File: src/hw/upcs_consts.vh
/*
  Constants for the cell port control/status register bank.
  Assumes byte addresses on the register port.
*/
`ifndef UPCS_CONSTS_VH
`define UPCS_CONSTS_VH
`define UPCS_ADDR_W        12
`define UPCS_CTRL_OFFSET   12'h600
`define UPCS_STAT_OFFSET   12'h602
`define UPCS_IE_OFFSET     12'h604
`define UPCS_CTRL_RESET    16'h0000
`define UPCS_STAT_RESET    16'h0000
`define UPCS_IE_RESET      16'h0000
`define UPCS_CTRL_RX_EN    0
`define UPCS_CTRL_PHY_ROLE 3
`define UPCS_CTRL_MULTIPHY 6
`define UPCS_CTRL_DRIVE    7
`define UPCS_CTRL_CLAV_OE  10
`define UPCS_CTRL_WMASK    16'h87FF
`define UPCS_STAT_ALARM    0
`define UPCS_STAT_RXLOSS   2
`define UPCS_STAT_OUTLOSS  3
`define UPCS_STAT_WRAP     6
`define UPCS_LATCH_MASK    16'h003F
`endif

File: src/hw/upcs_regs.v
/*
  Control, status and interrupt-enable registers of the three-port
  cell interface. Assumes event inputs are one-cycle pulses from logic
  on sys_clk; alarm inputs are asynchronous levels from pins.
*/
`timescale 1ns/1ps
`include "upcs_consts.vh"
// Overview of operation
// [RQ1] Control bits 0..2 enable receive ports A, B, C.
// [RQ2] Control bits 3..5 pick PHY role (one) or SAR role (zero) per port.
// [RQ3] Bit 6 puts port A at Level 2 and disables port B.
// [RQ4] Bits 7..9: zero drives outputs only when selected; one drives always.
// [RQ5] Bit 10 zero keeps cell-available and enable pins high impedance.
// [RQ6] Software writes zero to reserved bits 14..11.
// [RQ7] Software keeps test bit 15 at zero.
// [RQ8] Status bits 0 and 1 latch PHY alarms on ports A and B.
// [RQ9] Status bit 2 latches receive reassembly FIFO cell loss.
// [RQ10] Status bits 3..5 latch output FIFO cell loss on ports A..C.
// [RQ11] Status bit 6 marks cell-loss counter wrap.
// [RQ12] Status bit 7 marks transmit segmentation arrival counter wrap.
// [RQ13] Status bit 8 marks receive reassembly departure counter wrap.
// [RQ14] Status bits 9, 11, 13 mark port A..C arrival counter wraps.
// [RQ15] Status bits 10, 12, 14 mark port A..C departure counter wraps.
// [RQ16] Status bit 15 marks raw-cell input FIFO counter wrap.
// [RQ17] Control and status reset to all zeros.
// [RQ18] Enable register at 604h; interrupt when enable and status both set.
// [RQ19] Status bits clear on the read that returns them.
// [RQ20] Level 2 ignored unless port A is in PHY role.
module upcs_regs (
  input  wire        sys_clk,
  input  wire        sys_rst,
  input  wire [11:0] reg_addr,
  input  wire [15:0] reg_wdata,
  input  wire        reg_wr,
  input  wire        reg_rd,
  output reg  [15:0] reg_rdata,
  input  wire [1:0]  phy_alarm_pin,
  input  wire        rx_sar_cell_lost,
  input  wire [2:0]  out_fifo_cell_lost,
  input  wire [9:0]  counter_wrap,
  input  wire [2:0]  port_selected,
  output reg  [2:0]  rx_port_enable,
  output reg  [2:0]  port_phy_role,
  output reg         port_a_multiphy_select,
  output reg  [2:0]  tx_data_oe_n,
  output reg         clav_enb_oe_n,
  output reg         cell_port_irq
);

  //--------------------------------------------------
  // Registers
  //--------------------------------------------------
  reg  [15:0] cell_port_control;
  reg  [15:0] cell_port_status;
  reg  [15:0] cell_port_irq_enable;
  reg  [1:0]  alarm_meta;
  reg  [1:0]  alarm_sync;
  reg  [15:0] next_status;
  reg  [15:0] next_rdata;
  wire [15:0] status_events;
  wire        multiphy_ok;
  wire        rd_status;
  wire        ctrl_wr_hit;
  wire        ie_wr_hit;
  wire        ctrl_rd_hit;
  wire        ie_rd_hit;
  wire [2:0]  ctrl_rx_enable;
  wire [2:0]  ctrl_phy_role;
  wire        ctrl_multiphy_req;
  wire [2:0]  ctrl_drive_always;
  wire        ctrl_clav_drive;
  reg  [2:0]  next_rx_port_enable;
  reg  [2:0]  next_port_phy_role;
  reg  [2:0]  next_tx_data_oe_n;
  reg         next_clav_enb_oe_n;
  reg         next_irq;

  // Low enables the pin driver of one transmit port
  function port_oe_n;
    input drive_always;
    input selected;
    input blocked;
    begin
      port_oe_n = ~((drive_always | selected) & ~blocked);
    end
  endfunction

  function hit;
    input [11:0] a;
    input [11:0] off;
    begin
      hit = (a == off);
    end
  endfunction

  //--------------------------------------------------
  // Alarm synchroniser
  //--------------------------------------------------
  // Alarms come from pins, so two flops before use
  always @(posedge sys_clk) begin
    if (sys_rst) begin
      alarm_meta <= 2'h0;
      alarm_sync <= 2'h0;
    end else begin
      alarm_meta <= phy_alarm_pin;
      alarm_sync <= alarm_meta;
    end
  end

  //--------------------------------------------------
  // Status events, one name per bit
  //--------------------------------------------------
  wire port_a_alarm_seen;
  wire port_b_alarm_seen;
  wire rx_sar_loss_seen;
  wire port_a_loss_seen;
  wire port_b_loss_seen;
  wire port_c_loss_seen;
  wire cell_loss_wrap_flag;
  wire tx_sar_arrival_wrap_flag;
  wire rx_sar_departure_wrap_flag;
  wire port_a_arrival_wrap_flag;
  wire port_a_departure_wrap_flag;
  wire port_b_arrival_wrap_flag;
  wire port_b_departure_wrap_flag;
  wire port_c_arrival_wrap_flag;
  wire port_c_departure_wrap_flag;
  wire raw_cell_fifo_wrap_flag;

  assign port_a_alarm_seen          = alarm_sync[0];          // [RQ8]
  assign port_b_alarm_seen          = alarm_sync[1];          // [RQ8]
  assign rx_sar_loss_seen           = rx_sar_cell_lost;       // [RQ9]
  assign port_a_loss_seen           = out_fifo_cell_lost[0];  // [RQ10]
  assign port_b_loss_seen           = out_fifo_cell_lost[1];  // [RQ10]
  assign port_c_loss_seen           = out_fifo_cell_lost[2];  // [RQ10]
  assign cell_loss_wrap_flag        = counter_wrap[0];        // [RQ11]
  assign tx_sar_arrival_wrap_flag   = counter_wrap[1];        // [RQ12]
  assign rx_sar_departure_wrap_flag = counter_wrap[2];        // [RQ13]
  assign port_a_arrival_wrap_flag   = counter_wrap[3];        // [RQ14]
  assign port_a_departure_wrap_flag = counter_wrap[4];        // [RQ15]
  assign port_b_arrival_wrap_flag   = counter_wrap[5];        // [RQ14]
  assign port_b_departure_wrap_flag = counter_wrap[6];        // [RQ15]
  assign port_c_arrival_wrap_flag   = counter_wrap[7];        // [RQ14]
  assign port_c_departure_wrap_flag = counter_wrap[8];        // [RQ15]
  assign raw_cell_fifo_wrap_flag    = counter_wrap[9];        // [RQ16]

  // Highest bit first, so the vector matches the status layout
  assign status_events = {raw_cell_fifo_wrap_flag,
                          port_c_departure_wrap_flag,
                          port_c_arrival_wrap_flag,
                          port_b_departure_wrap_flag,
                          port_b_arrival_wrap_flag,
                          port_a_departure_wrap_flag,
                          port_a_arrival_wrap_flag,
                          rx_sar_departure_wrap_flag,
                          tx_sar_arrival_wrap_flag,
                          cell_loss_wrap_flag,
                          port_c_loss_seen,
                          port_b_loss_seen,
                          port_a_loss_seen,
                          rx_sar_loss_seen,
                          port_b_alarm_seen,
                          port_a_alarm_seen};

  //--------------------------------------------------
  // Address decode
  //--------------------------------------------------
  assign ctrl_wr_hit = reg_wr && hit(reg_addr, `UPCS_CTRL_OFFSET);
  assign ie_wr_hit   = reg_wr && hit(reg_addr, `UPCS_IE_OFFSET);
  assign ctrl_rd_hit = reg_rd && hit(reg_addr, `UPCS_CTRL_OFFSET);
  assign rd_status   = reg_rd && hit(reg_addr, `UPCS_STAT_OFFSET);
  assign ie_rd_hit   = reg_rd && hit(reg_addr, `UPCS_IE_OFFSET);

  //--------------------------------------------------
  // Status next value
  //--------------------------------------------------
  // Set wins over the clearing read so no event is lost
  always @* begin
    next_status = cell_port_status;
    if (rd_status) begin
      next_status = 16'h0000;                      // [RQ19]
    end
    next_status = next_status | status_events;
  end

  //--------------------------------------------------
  // Status register
  //--------------------------------------------------
  always @(posedge sys_clk) begin
    if (sys_rst) begin
      cell_port_status <= `UPCS_STAT_RESET;        // [RQ17]
    end else begin
      cell_port_status <= next_status;             // [RQ19]
    end
  end

  //--------------------------------------------------
  // Control register
  //--------------------------------------------------
  always @(posedge sys_clk) begin
    if (sys_rst) begin
      cell_port_control <= `UPCS_CTRL_RESET;       // [RQ17]
    end else if (ctrl_wr_hit) begin
      // Reserved bits held at zero; test bit stored but unused
      cell_port_control <= reg_wdata & `UPCS_CTRL_WMASK; // [RQ6] [RQ7]
    end
  end

  //--------------------------------------------------
  // Interrupt enable register
  //--------------------------------------------------
  always @(posedge sys_clk) begin
    if (sys_rst) begin
      cell_port_irq_enable <= `UPCS_IE_RESET;
    end else if (ie_wr_hit) begin
      cell_port_irq_enable <= reg_wdata;           // [RQ18]
    end
  end

  //--------------------------------------------------
  // Read port
  //--------------------------------------------------
  always @* begin
    next_rdata = 16'h0000;
    // Unmapped addresses read as zero
    if (ctrl_rd_hit) begin
      next_rdata = cell_port_control;
    end else if (rd_status) begin
      next_rdata = cell_port_status;
    end else if (ie_rd_hit) begin
      next_rdata = cell_port_irq_enable;
    end
  end

  //--------------------------------------------------
  // Port control outputs
  //--------------------------------------------------
  assign ctrl_rx_enable    = cell_port_control[`UPCS_CTRL_RX_EN +: 3];
  assign ctrl_phy_role     = cell_port_control[`UPCS_CTRL_PHY_ROLE +: 3];
  assign ctrl_multiphy_req = cell_port_control[`UPCS_CTRL_MULTIPHY];
  assign ctrl_drive_always = cell_port_control[`UPCS_CTRL_DRIVE +: 3];
  assign ctrl_clav_drive   = cell_port_control[`UPCS_CTRL_CLAV_OE];

  // Level 2 without PHY role on port A would disable port B for nothing
  assign multiphy_ok = ctrl_multiphy_req & ctrl_phy_role[0];   // [RQ20]

  //--------------------------------------------------
  // Next values of the port controls
  //--------------------------------------------------
  always @* begin
    next_rx_port_enable[0] = ctrl_rx_enable[0];                 // [RQ1]
    next_rx_port_enable[1] = ctrl_rx_enable[1] & ~multiphy_ok;  // [RQ1] [RQ3]
    next_rx_port_enable[2] = ctrl_rx_enable[2];                 // [RQ1]
    next_port_phy_role     = ctrl_phy_role;                     // [RQ2]
    next_tx_data_oe_n[0]   = port_oe_n(ctrl_drive_always[0],
                                       port_selected[0], 1'b0); // [RQ4]
    // Port B released in Level 2 as port A owns the bus
    next_tx_data_oe_n[1]   = port_oe_n(ctrl_drive_always[1],
                                       port_selected[1], multiphy_ok); // [RQ3] [RQ4]
    next_tx_data_oe_n[2]   = port_oe_n(ctrl_drive_always[2],
                                       port_selected[2], 1'b0); // [RQ4]
    next_clav_enb_oe_n     = ~ctrl_clav_drive;                  // [RQ5]
    next_irq               = |(next_status & cell_port_irq_enable); // [RQ18]
  end

  //--------------------------------------------------
  // Output flops
  //--------------------------------------------------

  always @(posedge sys_clk) begin
    if (sys_rst) begin
      reg_rdata              <= 16'h0000;
      rx_port_enable         <= 3'h0;
      port_phy_role          <= 3'h0;
      port_a_multiphy_select <= 1'b0;
      tx_data_oe_n           <= 3'h7;
      clav_enb_oe_n          <= 1'b1;
      cell_port_irq          <= 1'b0;
    end else begin
      reg_rdata              <= next_rdata;
      rx_port_enable         <= next_rx_port_enable;            // [RQ1] [RQ3]
      port_phy_role          <= next_port_phy_role;             // [RQ2]
      port_a_multiphy_select <= multiphy_ok;                    // [RQ3] [RQ20]
      tx_data_oe_n           <= next_tx_data_oe_n;              // [RQ4]
      clav_enb_oe_n          <= next_clav_enb_oe_n;             // [RQ5]
      cell_port_irq          <= next_irq;                       // [RQ18]
    end
  end

endmodule // upcs_regs

File: config.mk
export PLATFORM = sky130hd
export DESIGN_NAME = upcs_regs
export DESIGN_NICKNAME = d
export VERILOG_FILES = /design/src/hw/upcs_regs.v
export VERILOG_INCLUDE_DIRS = /design/src /design/src/hw
export SDC_FILE = /design/constraint.sdc
export NUM_CORES = 1
export LEC_CHECK = 0
export BUFFER_PORTS_ARGS = -buffer_cell sky130_fd_sc_hd__buf_2
export CAP_MARGIN = 5
export CELL_PAD_IN_SITES_DETAIL_PLACEMENT = 0
export CELL_PAD_IN_SITES_GLOBAL_PLACEMENT = 1
export CORE_MARGIN = 3
export CORE_UTILIZATION = 39
export DETAILED_ROUTE_END_ITERATION = 7
export GPL_TIMING_DRIVEN = 0
export PLACE_DENSITY = 0.86
export SLEW_MARGIN = 20
export SYNTH_ARGS = -nofsm -noshare
export SYNTH_HDL_FRONTEND = slang
export SYNTH_SLANG_ARGS = --single-unit
File: constraint.sdc
create_clock -name sys_clk -period 2 [get_ports sys_clk]
set_input_delay 0.1 -clock sys_clk [delete_from_list [all_inputs] [get_ports sys_clk]]
set_output_delay 0.1 -clock sys_clk [all_outputs]
set_load 0.05 [all_outputs]
### Word-level counts from Yosys, hierarchy flattened

Index checks and enable logic that the tools add are counted.

| cells by class | value |
|---|---|
| add/sub/neg operators | 0 |
| multiply operators | 0 |
| div/mod/pow operators | 0 |
| order comparisons | 0 |
| eq/ne operators | 3 |
| shift operators | 0 |
| mux-type cells | 4 |
| bitwise operators | 13 |
| reductions and logical operators | 7 |

Operator list:

| operator | number |
|---|---|
| 16-bit 2-to-1 mux | 4 |
| 12-bit by 11-bit equality test with 1-bit output, second input constant | 3 |
| 16-bit AND | 1 |
| 16-bit OR | 1 |
| 16-bit OR reduction | 1 |
| 1-bit logical AND | 5 |
| 1-bit NOT | 5 |
| 1-bit AND | 3 |
| 1-bit OR | 3 |
| 2-bit OR reduction | 1 |

| word-level totals | value |
|---|---|
| register bits | 76 |
| latch bits | 0 |
| RAM bits | 0 |
| ROM bits | 0 |
| bits of input ports | 51 |
| output and inout bits | 28 |
| logic and storage cells | 40 |
| memories kept | 0 |

### Logic depth before layout (Yosys ltp)

Gate-level depths: netlist of the first run.

| depth | value |
|---|---|
| depth after elaboration | 6 |
| mapped depth | 7 |
| mapped depth without buffers | 4 |

### Worst setup path before layout of the first run

OpenSTA, ideal clock, no wires.

| timing path | value |
|---|---|
| kind | input to register |
| start | input port reg_addr[6] |
| end | register reg_rdata[2] |
| library setup time | 0.067 ns |
| data arrival time | 1.334 ns |
| data required time | 1.933 ns |
| setup slack | 0.599 ns |
| stages on the path | 5 |
| buffers on the path | 1 |
| cell sequence | or4b_4 > nor4_4 > buf_6 > nand2_1 > a21oi_2 |

| between the ends | value |
|---|---|
| cells in the longest elaborated chain, start to end | 5 |
| elaborated cells on any way between the ends | 9 |
| classes of those cells | eq/ne: 3; mux: 3; reduce/logical: 3 |

RTL lines:

| item | RTL line | source |
|---|---|---|
| start: declaration | upcs_regs.v:32 | `input wire [11:0] reg_addr,` |
| 12-bit by 11-bit equality test with 1-bit output | upcs_regs.v:92 | `hit = (a == off);` |
| 1-bit logical AND | upcs_regs.v:172 | `` assign ie_rd_hit = reg_rd && hit(reg_addr, `UPCS_IE_OFFSET); `` |
| 16-bit 2-to-1 mux | upcs_regs.v:230 | `end else if (ie_rd_hit) begin` |
| 16-bit 2-to-1 mux | upcs_regs.v:228 | `end else if (rd_status) begin` |
| 16-bit 2-to-1 mux * | upcs_regs.v:226 | `if (ctrl_rd_hit) begin` |
| end signal: assignment | upcs_regs.v:280 | `reg_rdata <= next_rdata;` |
| end: declaration | upcs_regs.v:36 | `output reg [15:0] reg_rdata,` |

Every way passes the cells marked *; elsewhere a longest branch is shown, timed or not.
A chain may end at the register's enable or synchronous reset.

### Worst setup path in the final report of the first run

| timing path | value |
|---|---|
| start | input port sys_rst |
| end | register cell_port_control[10] |

RTL lines:

| item | RTL line | source |
|---|---|---|
| start: declaration | upcs_regs.v:31 | `input wire sys_rst,` |
| end signal: assignment | upcs_regs.v:202 | `` cell_port_control <= `UPCS_CTRL_RESET; `` |
| end signal: assignment | upcs_regs.v:205 | `` cell_port_control <= reg_wdata & `UPCS_CTRL_WMASK; `` |
| end: declaration | upcs_regs.v:53 | `reg [15:0] cell_port_control;` |

No word-level cell between the ends.

==> results.txt, run 1 <==
The standard cell core area came out at 7408 µm². Setup repair after global routing left no endpoint under its margin. The share of synthesized cell area in and, or, nand and nor gates came out at 22.14%. The via count of the first global-routing pass is 2661. The cell area after technology mapping is 3045 µm². The number of warnings reported in the yosys synthesis log is 0.

The slowest stage of the critical path belongs to the cell sky130_fd_sc_hd__dlygate4sd3_1. The pre-antenna-repair detailed-routing pass consisted of 4 iterations. The die is 94.37 µm wide.

The net count of the finished layout came out at 478. The ratio of cells with drive above 1 in the final layout is 28.24%. By startpoint and endpoint, the worst setup path is classified as input pin to register. The signal arrival time at the worst endpoint came out at 1900 ps. The period utilization came out at 84.56%. Synthesis inferred 76 register bits. The overall track demand over capacity in global routing came out at 20.61%.

The number of vias in the routed layout came out at 2759. The number of clock buffers inserted by TritonCTS is 9. Derived from the worst setup path, the maximum achievable clock frequency is 591.3 MHz.

The number of buffers inserted to repair setup after CTS came out at 0. For the final database, setup skew stands at 7.725 ps. The remaining global-route overflow is 0. No sink is reached through more buffers than the 2 on the longest clock path. In this run, placement finished with an instance count of 496. Setup violations remaining at the end of the flow were counted as 0.

By area, the combinational part of the netlist is dominated by simple AND/OR/NAND/NOR gates. The die covers 8905 µm². The first-pass GRT wire length is 13.90 mm. The initial antenna violation count is 0. In the synthesized netlist, the cells that appear most often are sky130_fd_sc_hd__dfxtp_1 (76), sky130_fd_sc_hd__a21oi_1 (44), sky130_fd_sc_hd__nand2_1 (44). Sorting the synthesized cells by area gives the leading types as sky130_fd_sc_hd__dfxtp_1 (50%), sky130_fd_sc_hd__a21oi_1 (7.2%), sky130_fd_sc_hd__nand2_1 (5.4%), sky130_fd_sc_hd__mux2_2 (4.4%), sky130_fd_sc_hd__nor2_1 (4.1%). The met3 track utilization from global routing is 3.506%. The element type at the critical path start is an input pin.

The port buffer count is 76. The number of top-level pins came out at 79. The average wire per standard cell came out at 16.73 µm. Post-CTS repair changed the size of 0 cells. Across the VDD grid, the largest voltage drop is 423.2 µV. The sequential-to-total area share from yosys stat came out at 49.96%. The clock tree from TritonCTS is done. The pin count of the biggest net entering global routing is 13. For the pin with the worst max-slew slack, the measured transition is 614.8 ps.

The root buffer cell chosen for the clock tree is sky130_fd_sc_hd__clkbuf_8. The routability-driven placement congestion ratio came out at 1.000. Traced cell by cell, the critical path runs through dlygate4sd3_1 -> buf_6 -> clkbuf_1 -> clkbuf_1 -> nor2_1. The share of the synthesized area in the top cell type came out at 49.96%. The initial core utilization is 41.11%. For this run, global-route usage on met2 was measured as 33.87%. The post-synthesis cell type with the largest combined area is sky130_fd_sc_hd__dfxtp_1. Clock tree synthesis found a total of 76 sinks.

The final wirelength came out at 8.882 mm. Row generation in the floorplan step produced 31 rows. The register clock-pin slew on the reported worst setup and hold paths is 70 ps. The category of the worst setup path capture point is a register. For this run, the slowest stage of the critical path takes 550 ps. Measured along the y axis, the die boundary spans 94.37 µm. The flow ran to the end, and the final reports show no timing, DRC or antenna violations. The number of routed nets with antenna violations is 0. The share of synthesized cell area in full adder, half adder and majority cells is 0%.

The synthesized-area fraction occupied by ao, oa, aoi and oai cells came out at 14.79%. The fill cell total of the finished layout is 717. sky130_fd_sc_hd__dfxtp_1 is the most common cell in the netlist.

The proportion of synthesized area in mux cells came out at 8.381%. The power per unit of standard cell area came out at 765.3 nW/µm². The top cell family by delay on the critical path is buffers and inverters.

The analysis attributes to cell leakage a power of 0.001729 µW. The average cell area after synthesis came out at 9.487 µm². The busiest metal layer after global routing is met2. The global routing met1 resource utilization came out at 27.60%. The tightest min-delay check is of the input pin to register type. The post-route setup TNS is 0 ps.

For this run, the leading register cell type out of synthesis is sky130_fd_sc_hd__dfxtp_1. Using the TritonRoute via totals, the vias-per-cell ratio works out to 5.196. The area growth from synthesis to layout came out at 29.79%. Among the stages of the critical path, the cell type that occurs most often is sky130_fd_sc_hd__clkbuf_1. The hold violation total from the final report came out at 0.

The worst path required time came out at 2210 ps. The initial DRC count came out at 199. Along the worst path, the maximum fanout reaches 10. The count of non-filler cells in the finished layout came out at 531. The synthesized instance count is 321. The HPWL reported at the end of detailed placement is 6.403 mm. Counting both buffers and inverters, the worst setup path holds a total of 4. The number of enable flip-flop cells after synthesis came out at 0. The repair_antennas step left the layout with diodes totalling 0. The number of distinct library cells after synthesis came out at 39. CTS built an H-tree with a depth of 3.

Measured against its own limit, the worst slew margin works out to 59.01%. The reported max-cap violation count is 0. The synthesized-area fraction occupied by xor and xnor cells came out at 0%. The final critical path time including I/O delays and setup is 1691 ps. The number of nets in the synthesized netlist is 372.

The number of remaining DRC errors is 0. The clock latency of the later-clocked register in the worst-skew pair came out at 340 ps. The proportion of register bits with asynchronous set or reset after synthesis is 0%.

The max-slew violation total from the final report came to 0.
## metrics by stage
step           total power (µW)  utilization [%]  cell area [µm²]  hold slack [ps]  worst slack [ps]
2_1_floorplan              1705                -             3045            190.5             599.3
3_3_place_gp               1807            47.91             3550            278.7             125.4
3_5_place_dp               1809            47.91             3550            280.1             109.6
4_1_cts                    3045            53.35             3953            1.540             280.4
5_1_grt                    3137            53.35             3953            3.343             208.6
6_report                   3025            53.35             3953            9.307             308.7
## cell usage in the layout, fill, tap and decap left out, drive strengths merged
cell type	count
a21o	1
a21oi	45
a221oi	8
a22o	8
a31o	4
a41oi	1
and2	3
and3b	2
and4	2
buf	82
bufinv	1
clkbuf	23
clkinv	3
dfxtp	76
dlygate4sd1	1
dlygate4sd3	19
dlymetal6s2s	3
mux2	12
mux2i	12
nand2	44
nand2b	1
nand3	4
nand4	16
nor2	33
nor2b	14
nor3	1
nor3b	1
nor4	2
nor4b	1
nor4bb	1
o21ai	1
o21bai	2
o2bb2ai	1
or2b	2
or4	1
or4b	1
## path summary, 6_finish.rpt
kind / slack (ps) / end / cells after the start / startpoint
worst max-delay path: 310 / cell_port_control[10]$_SDFFE_PP0P_ / 5 / sys_rst
worst min-delay path: 9 / cell_port_control[0]$_SDFFE_PP0P_ / 3 / reg_wdata[0]
worst max register to register: 660 / cell_port_irq$_SDFF_PP0_ / 4 / cell_port_irq_enable[14]$_SDFFE_PP0P_
worst min register to register: 430 / clav_enb_oe_n$_SDFF_PP1_ / 1 / cell_port_control[10]$_SDFFE_PP0P_
## sequential cells by signal (all words and copies together), names as in the netlist
signal,flops
alarm_meta,2
cell_port_status,16
clav_enb_oe_n,1
cell_port_irq,1
rx_port_enable,3
cell_port_irq_enable,16
alarm_sync,2
tx_data_oe_n,3
port_a_multiphy_select,1
reg_rdata,16
port_phy_role,3
cell_port_control,12
## per-layer routing
layer  share of wire (%)  wire, µm
met1                  45      4011
met2                  47      4156
met3                 6.8       603
met4                 1.2       110
met5                   0         0
## logic make-up after synthesis
family | count (synthesis)
flip-flops | 76
AND/OR/NAND/NOR | 129
multiplexers | 24
AO/OA/AOI/OAI | 71
buffers and inverters | 21
## layout make-up
| class | count | area, µm² | area share [%] |
|---|---|---|---|
| flip-flops and latches | 76 | 1521 | 38.49 |
| multi-input cells | 224 | 1380 | 34.92 |
| repair buffers | 95 | 570.5 | 14.43 |
| clock buffers | 13 | 168.9 | 4.274 |
| plain buffers | 20 | 140.1 | 3.545 |
| well taps | 99 | 123.9 | 3.134 |
| clock inverters | 3 | 43.79 | 1.108 |
| inverters | 1 | 3.754 | 0.09497 |
## power by group
part,leakage [µW],total (µW),switching (µW),internal [µW]
sequential,0.000619,1560,21.8,1540
combinational,0.00100,242,127,115
clock,0.000110,1220,540,680
## what timing repair did
item / in CTS / in global routing
hold buffers: 19 / 0
setup endpoints to repair: 0 / 0
hold endpoints to repair: 19 / 0
## worst min-delay path, stage by stage
cell and delay [ps]:
sky130_fd_sc_hd__buf_2 90, sky130_fd_sc_hd__mux2i_1 60, sky130_fd_sc_hd__nor2_1 70
Note: power is estimated with default switching activity, not from simulation.
==> inputs of run 2 (changes only) <==
clock period = 1.6 ns   (was 2 ns; I/O delays follow)
==> run 2 against run 1 <==
  * Clock-buffer cell count stayed put
  * Sequential cell count unchanged
  * Worst hold slack gained 10 ps
  * Non-clock buffer count rose by 19
  * Critical path type unchanged
  * Critical endpoint is now cell_port_irq_enable[14]$_SDFFE_PP0P_
==> results.txt, run 2 (synthesis results as in run 1) <==
The period utilization came out at 88.45%. Measured against its own limit, the worst slew margin works out to 59.04%. The setup path with the least slack is of type input pin to register. Clock-pin slew was measured on the worst setup and hold paths at 80 ps.

The busiest metal layer after global routing is met2. The number of vias in the routed layout is 2795. The net count of the finished layout came out at 497. The worst min-delay path class is input pin to register.

Setup repair after global routing left no endpoint under its margin. The total number of placement rows came out at 31. The final count of negative-setup-slack endpoints is 0. The area growth from synthesis to layout is 35.87%. The power per unit of standard cell area came out at 925.0 nW/µm². The via count of the first global-routing pass came to 2769. The via density per instance came out at 5.082. The number of buffers between clock root and the deepest sink is 2. Leaving out fill and tap cells, the most frequent cells in the layout are sky130_fd_sc_hd__buf_2 (78), sky130_fd_sc_hd__dfxtp_1 (76), sky130_fd_sc_hd__nand2_1 (44), sky130_fd_sc_hd__a21oi_1 (44), sky130_fd_sc_hd__dlygate4sd3_1 (36). The global routing met1 resource utilization came out at 27.95%.

Global routing finished with a remaining overflow of 0. The total iterations of the first detailed-routing run came out at 5. The reported max-cap violation count came out at 0. The port buffer count is 76. The pin count of the biggest net entering global routing is 13. The root buffer cell chosen for the clock tree is sky130_fd_sc_hd__clkbuf_8.

The number of top-level pins came out at 79. After floorplanning, the core was sized to cover 7408 µm². The most common cell after layout, fill and taps aside is sky130_fd_sc_hd__buf_2. The initial antenna violation count is 0.

The die covers 8905 µm². The initial DRC count is 186. The overall track demand over capacity in global routing is 21.26%. Counting every sink on the clock net gives 76.

TritonCTS built the clock tree. The element type at the critical path start is an input pin. The average wire per standard cell came out at 16.71 µm. The final critical path time including I/O delays and setup is 1415 ps. The HPWL reported at the end of detailed placement came out at 6.403 mm. The number of remaining DRC errors came out at 0. The largest fanout on the critical path came out at 10. The number of diodes came out at 0. The max-slew violation total from the final report was 0. The die span in y is 94.37 µm. The worst setup path is captured at a register.

From left edge to right edge, the die measures 94.37 µm. The post-route netlist has 27.49% of its cells at a drive strength greater than 1. The worst hold slack is 19.64 ps. The first global-routing pass estimated 14.36 mm of wire.

The count of nets left with antenna violations once routing finished came out at 0. The hold violation total from the final report is 0. The number of clock buffers inserted by TritonCTS is 9. The initial core utilization is 41.11%. The H-tree was split into 3 levels. The worst path required time is 1870 ps. Summed over all cells, the static leakage comes to 0.001808 µW. The run finished with clean final reports. The clock latency of the later-clocked register in the worst-skew pair is 340 ps. The final layout contains routed wiring with a total length of 9.190 mm. The design draws 3827 µW. The worst clock skew on the final layout came out at 10.03 ps. The post-cts gate resize count came out at 0. Data arrives at the worst endpoint at 1680 ps. In the final layout, the registers with the most flip-flops are cell_port_irq_enable x16, cell_port_status x16, reg_rdata x16. The routability-driven placement congestion ratio is 1.000. At the pin with the least slew margin, the transition time is 614.4 ps. The fmax came out at 706.6 MHz.

The maximum vdd ir drop is 531.1 µV. The met2 track utilization from global routing is 35.76%. Global routing consumed, on the met3 layer, 3.506% of the routing resources.
[run 2: cell types whose count changed in the layout (fill, tap and decap cells not counted), sizes merged]
cell         delta
dlygate4sd3    +17
buf             +2
[run 2: metal layers]
layer  vias to the layer above  wire length, µm
li1                       1395                -
met1                      1305             4220
met2                        87             4436
met3                         8              458
met4                         0               75
met5                         -                0
[run 2: power by group]
| part | switching (µW) | total (µW) | leakage [µW] | internal, µW |
|---|---|---|---|---|
| combinational | 165 | 336 | 0.00108 | 171 |
| sequential | 27.3 | 1950 | 0.000619 | 1930 |
| clock | 687 | 1540 | 0.000110 | 850 |
| total | 879 | 3830 | 0.00181 | 2950 |
[run 2: critical path, cell delays in order]
cell and delay, ps:
sky130_fd_sc_hd__buf_2 110, sky130_fd_sc_hd__nor4_2 480, sky130_fd_sc_hd__and4_1 250, sky130_fd_sc_hd__clkbuf_2 220, sky130_fd_sc_hd__buf_2 290, sky130_fd_sc_hd__nand2_1 100
sky130_fd_sc_hd__a21oi_1 150
[run 2: metrics by stage]
step | setup WS [ps] | util [%] | area, µm² | TNS, ps | cells
6_report | 184.8 | 55.85 | 4138 | 0 | 550
5_1_grt | 2.992 | 55.85 | 4138 | 0 | 550
4_1_cts | 88.89 | 55.65 | 4123 | 0 | 548
3_5_place_dp | -270.4 | 47.91 | 3550 | -6516 | 496
3_3_place_gp | -254.6 | 47.91 | 3550 | -5903 | 496
2_1_floorplan | 219.3 | - | 3045 | 0 | 321
[run 2: final cells by class]
type | instances | area, µm²
fill | 705 | 3271
buffer | 20 | 140.1
clock buffer | 13 | 168.9
tap | 99 | 123.9
inverter | 1 | 3.754
timing repair buffer | 114 | 755.7
sequential | 76 | 1521
clock inverter | 3 | 43.79
multi-input combinational | 224 | 1380
[run 2: worst paths after layout]
path / startpoint / endpoint / slack [ps] / depth (start not counted)
setup / recovery: reg_addr[0] / cell_port_irq_enable[14]$_SDFFE_PP0P_ / 180 / 7
hold reg to reg: cell_port_control[10]$_SDFFE_PP0P_ / clav_enb_oe_n$_SDFF_PP1_ / 430 / 1
hold / removal: sys_rst / tx_data_oe_n[1]$_SDFF_PP1_ / 20 / 3
setup reg to reg: cell_port_irq_enable[14]$_SDFFE_PP0P_ / cell_port_irq$_SDFF_PP0_ / 250 / 4
[run 2: timing repair]
item,4_1_cts,5_1_grt
buffers inserted,0,2
setup endpoints to repair,0,11
hold buffers,36,0
hold endpoints to repair,44,0
==> inputs of run 3 (changes only) <==
CORE_MARGIN = 10   (was 3)
CTS_CLUSTER_DIAMETER = 80   (was default)
==> run 3 against run 2 <==
  * Sequential share of layout area down 0.35 points
  * Largest power group unchanged
  * Critical path type unchanged
  * Final cell count up 1.1%
  * Die area up 32%
  * Critical endpoint unchanged
  * Clock power up 8%
  * Highest routed layer unchanged
  * Final area up 0.97%
  * Clock skew down 3.8 ps
==> results.txt, run 3 (synthesis results as in run 1) <==
The design internal power is 3020 µW. The net count of the finished layout is 500. The max-slew violation total from the final report is 0.

The share of total power in combinational logic came out at 8.5%. The transition at the pin with the smallest max-transition slack is 719.4 ps. The initial utilization of the core area, before any placement, comes to 39.82%.

The standard cell core area came out at 7647 µm². Pin placement for this block handled 79 I/O pins. The maximum vdd ir drop came out at 433.4 µV. The overall track demand over capacity in global routing came out at 16.95%.

The first detailed-routing pass took 4 iterations. The HPWL reported at the end of detailed placement came out at 6.880 mm. Final hold analysis gives a worst-case slack of 14.58 ps.

The average wire per standard cell came out at 17.43 µm. For this run, the top clock speed supported by timing is 675.6 MHz. In the final layout, the share of cells above drive strength 1 is 27.97%.

The clock reaches the later pin of the worst-skew pair after 360 ps. The portion of total power attributed to sequential cells came out at 49.4%. The analysis attributes to cell leakage a power of 0.001823 µW. The remaining global-route overflow came out at 0. Relative to the synthesized area, the layout overhead comes to 37.18%.

The flow ran to the end, and the final reports show no timing, DRC or antenna violations. The CTS H-tree depth came out at 3. The share of total power dissipated in the clock network is 42.0%. Post-CTS repair changed the size of 0 cells.

Routability-driven placement finished with a final weighted congestion of 0.9161. The reported max-cap violation count came out at 0. The routed design could run at a clock period as short as 1480 ps. In this run the core area contains 32 standard-cell rows. The die span in y is 108.4 µm. The via count of the first global-routing pass is 2879. The design draws 3956 µW. Clock tree synthesis selected as its root buffer the cell sky130_fd_sc_hd__clkbuf_8.

The power per unit of standard cell area is 946.8 nW/µm². The period utilization came out at 92.51%. The number of remaining DRC errors came out at 0. Including well taps, the total number of placed cells is 499.

The final wirelength is 9.690 mm. The pin count of the biggest net entering global routing is 14. The library cell used most frequently in the layout, excluding fill and tap cells, is sky130_fd_sc_hd__buf_2. In this run the remaining antenna-violating nets after routing total 0.

TritonCTS built the clock tree. During placement, the flow inserted port buffers numbering 76. The number of cells on the worst reg-to-reg path came out at 4. STA classifies the critical path startpoint as an input pin. Clock-pin slew was measured on the worst setup and hold paths at 80 ps. The first-pass GRT wire length is 15.31 mm. The hold violation total from the final report came to 0. The net load switching power is 935.8 µW. The library cells used most frequently in the layout, excluding fill and tap cells, are sky130_fd_sc_hd__buf_2 (78), sky130_fd_sc_hd__dfxtp_1 (76), sky130_fd_sc_hd__nand2_1 (44), sky130_fd_sc_hd__a21oi_1 (44), sky130_fd_sc_hd__dlygate4sd3_1 (37). The via density per instance is 5.169. TritonCTS created 9 clock buffers. The largest fanout on the critical path came out at 10. The worst setup path is captured at a register. The count of non-filler cells in the finished layout is 556. In the final layout, the registers with the most flip-flops are cell_port_irq_enable x16, cell_port_status x16, reg_rdata x16. The final count of negative-setup-slack endpoints came out at 0. The CTS sink count came out at 76. The met2 track utilization from global routing came out at 28.02%.

Global routing consumed, on the met1 layer, 20.66% of the routing resources. The tightest min-delay check is of the input pin to register type. For this run, the share of the core covered by cells in the final layout is 54.63%. The width of the die is 108.4 µm. Of the total power, the share spent switching nets is 23.66%. The area enclosed by the die boundary is 11740 µm². The worst-case headroom to the max-slew limit came out at 52.04%. The number of diodes is 0. The number of cells on the worst hold path is 3.

The first routing iteration left 136 violations. The worst clock skew on the final layout came out at 6.271 ps. The global routing stage identified its most utilized layer as met2. The category of the most critical setup path is input pin to register. The number of vias in the routed layout is 2874. The initial antenna violation count came out at 0. STA puts the critical path data arrival time at 1770 ps. The longest clock path from root to sink contains 2 buffers.

The met3 track utilization from global routing came out at 4.997%. STA puts the critical path data required time at 1890 ps.
[run 3: cell type report]
class                           count  area, µm²
Fill cell                         689       3470
Sequential cell                    76       1521
Multi-Input combinational cell    224       1380
Timing Repair Buffer              117      780.7
Buffer                             20      140.1
Clock buffer                       10      137.6
Tap cell                          102      127.6
Clock inverter                      6      86.33
Inverter                            1      3.754
[run 3: layer usage]
layer,share of wire [%],vias up
met5,0,-
met2,48,114
li1,-,1394
met4,1.6,0
met1,42,1353
met3,7.7,13
[run 3: power by group through the flow]
stage	sequential [µW]	clock, µW	combinational [µW]
2_1_floorplan	2000	0	130
3_3_place_gp	2000	0	261
3_5_place_dp	2000	0	264
4_1_cts	1950	1680	334
5_1_grt	1960	1770	369
6_report	1950	1660	338
[run 3: final timing paths]
kind                                                       startpoint                               endpoint  slack [ps]
worst min-delay path                                           reg_rd               reg_rdata[11]$_SDFF_PP0_          10
worst max-delay path                                      reg_addr[6]  cell_port_irq_enable[14]$_SDFFE_PP0P_         120
worst max register to register  cell_port_irq_enable[13]$_SDFFE_PP0P_               cell_port_irq$_SDFF_PP0_         240
worst min register to register     cell_port_control[10]$_SDFFE_PP0P_               clav_enb_oe_n$_SDFF_PP1_         420
[run 3: timing repair]
action | 4_1_cts | 5_1_grt
endpoints found under the hold margin | 48 | 0
setup endpoints to repair | 0 | 12
hold buffers | 37 | 0
setup buffers | 0 | 4
[run 3: worst max-delay path: stages]
cell	delay, ps
sky130_fd_sc_hd__buf_2	110
sky130_fd_sc_hd__nor4b_1	560
sky130_fd_sc_hd__and4_1	270
sky130_fd_sc_hd__clkbuf_2	230
sky130_fd_sc_hd__buf_2	280
sky130_fd_sc_hd__nand2_1	90
sky130_fd_sc_hd__a21oi_1	140
[run 3: stage by stage]
step / setup slack, ps / TNS, ps / instance area (µm²)
final: 119.9 / 0 / 4178
after global routing: -19.04 / -39.87 / 4178
after floorplan: 219.3 / 0 / 3045
after CTS: 53.70 / 0 / 4148
after detailed placement: -348.0 / -8507 / 3553
after global placement: -236.9 / -5673 / 3553
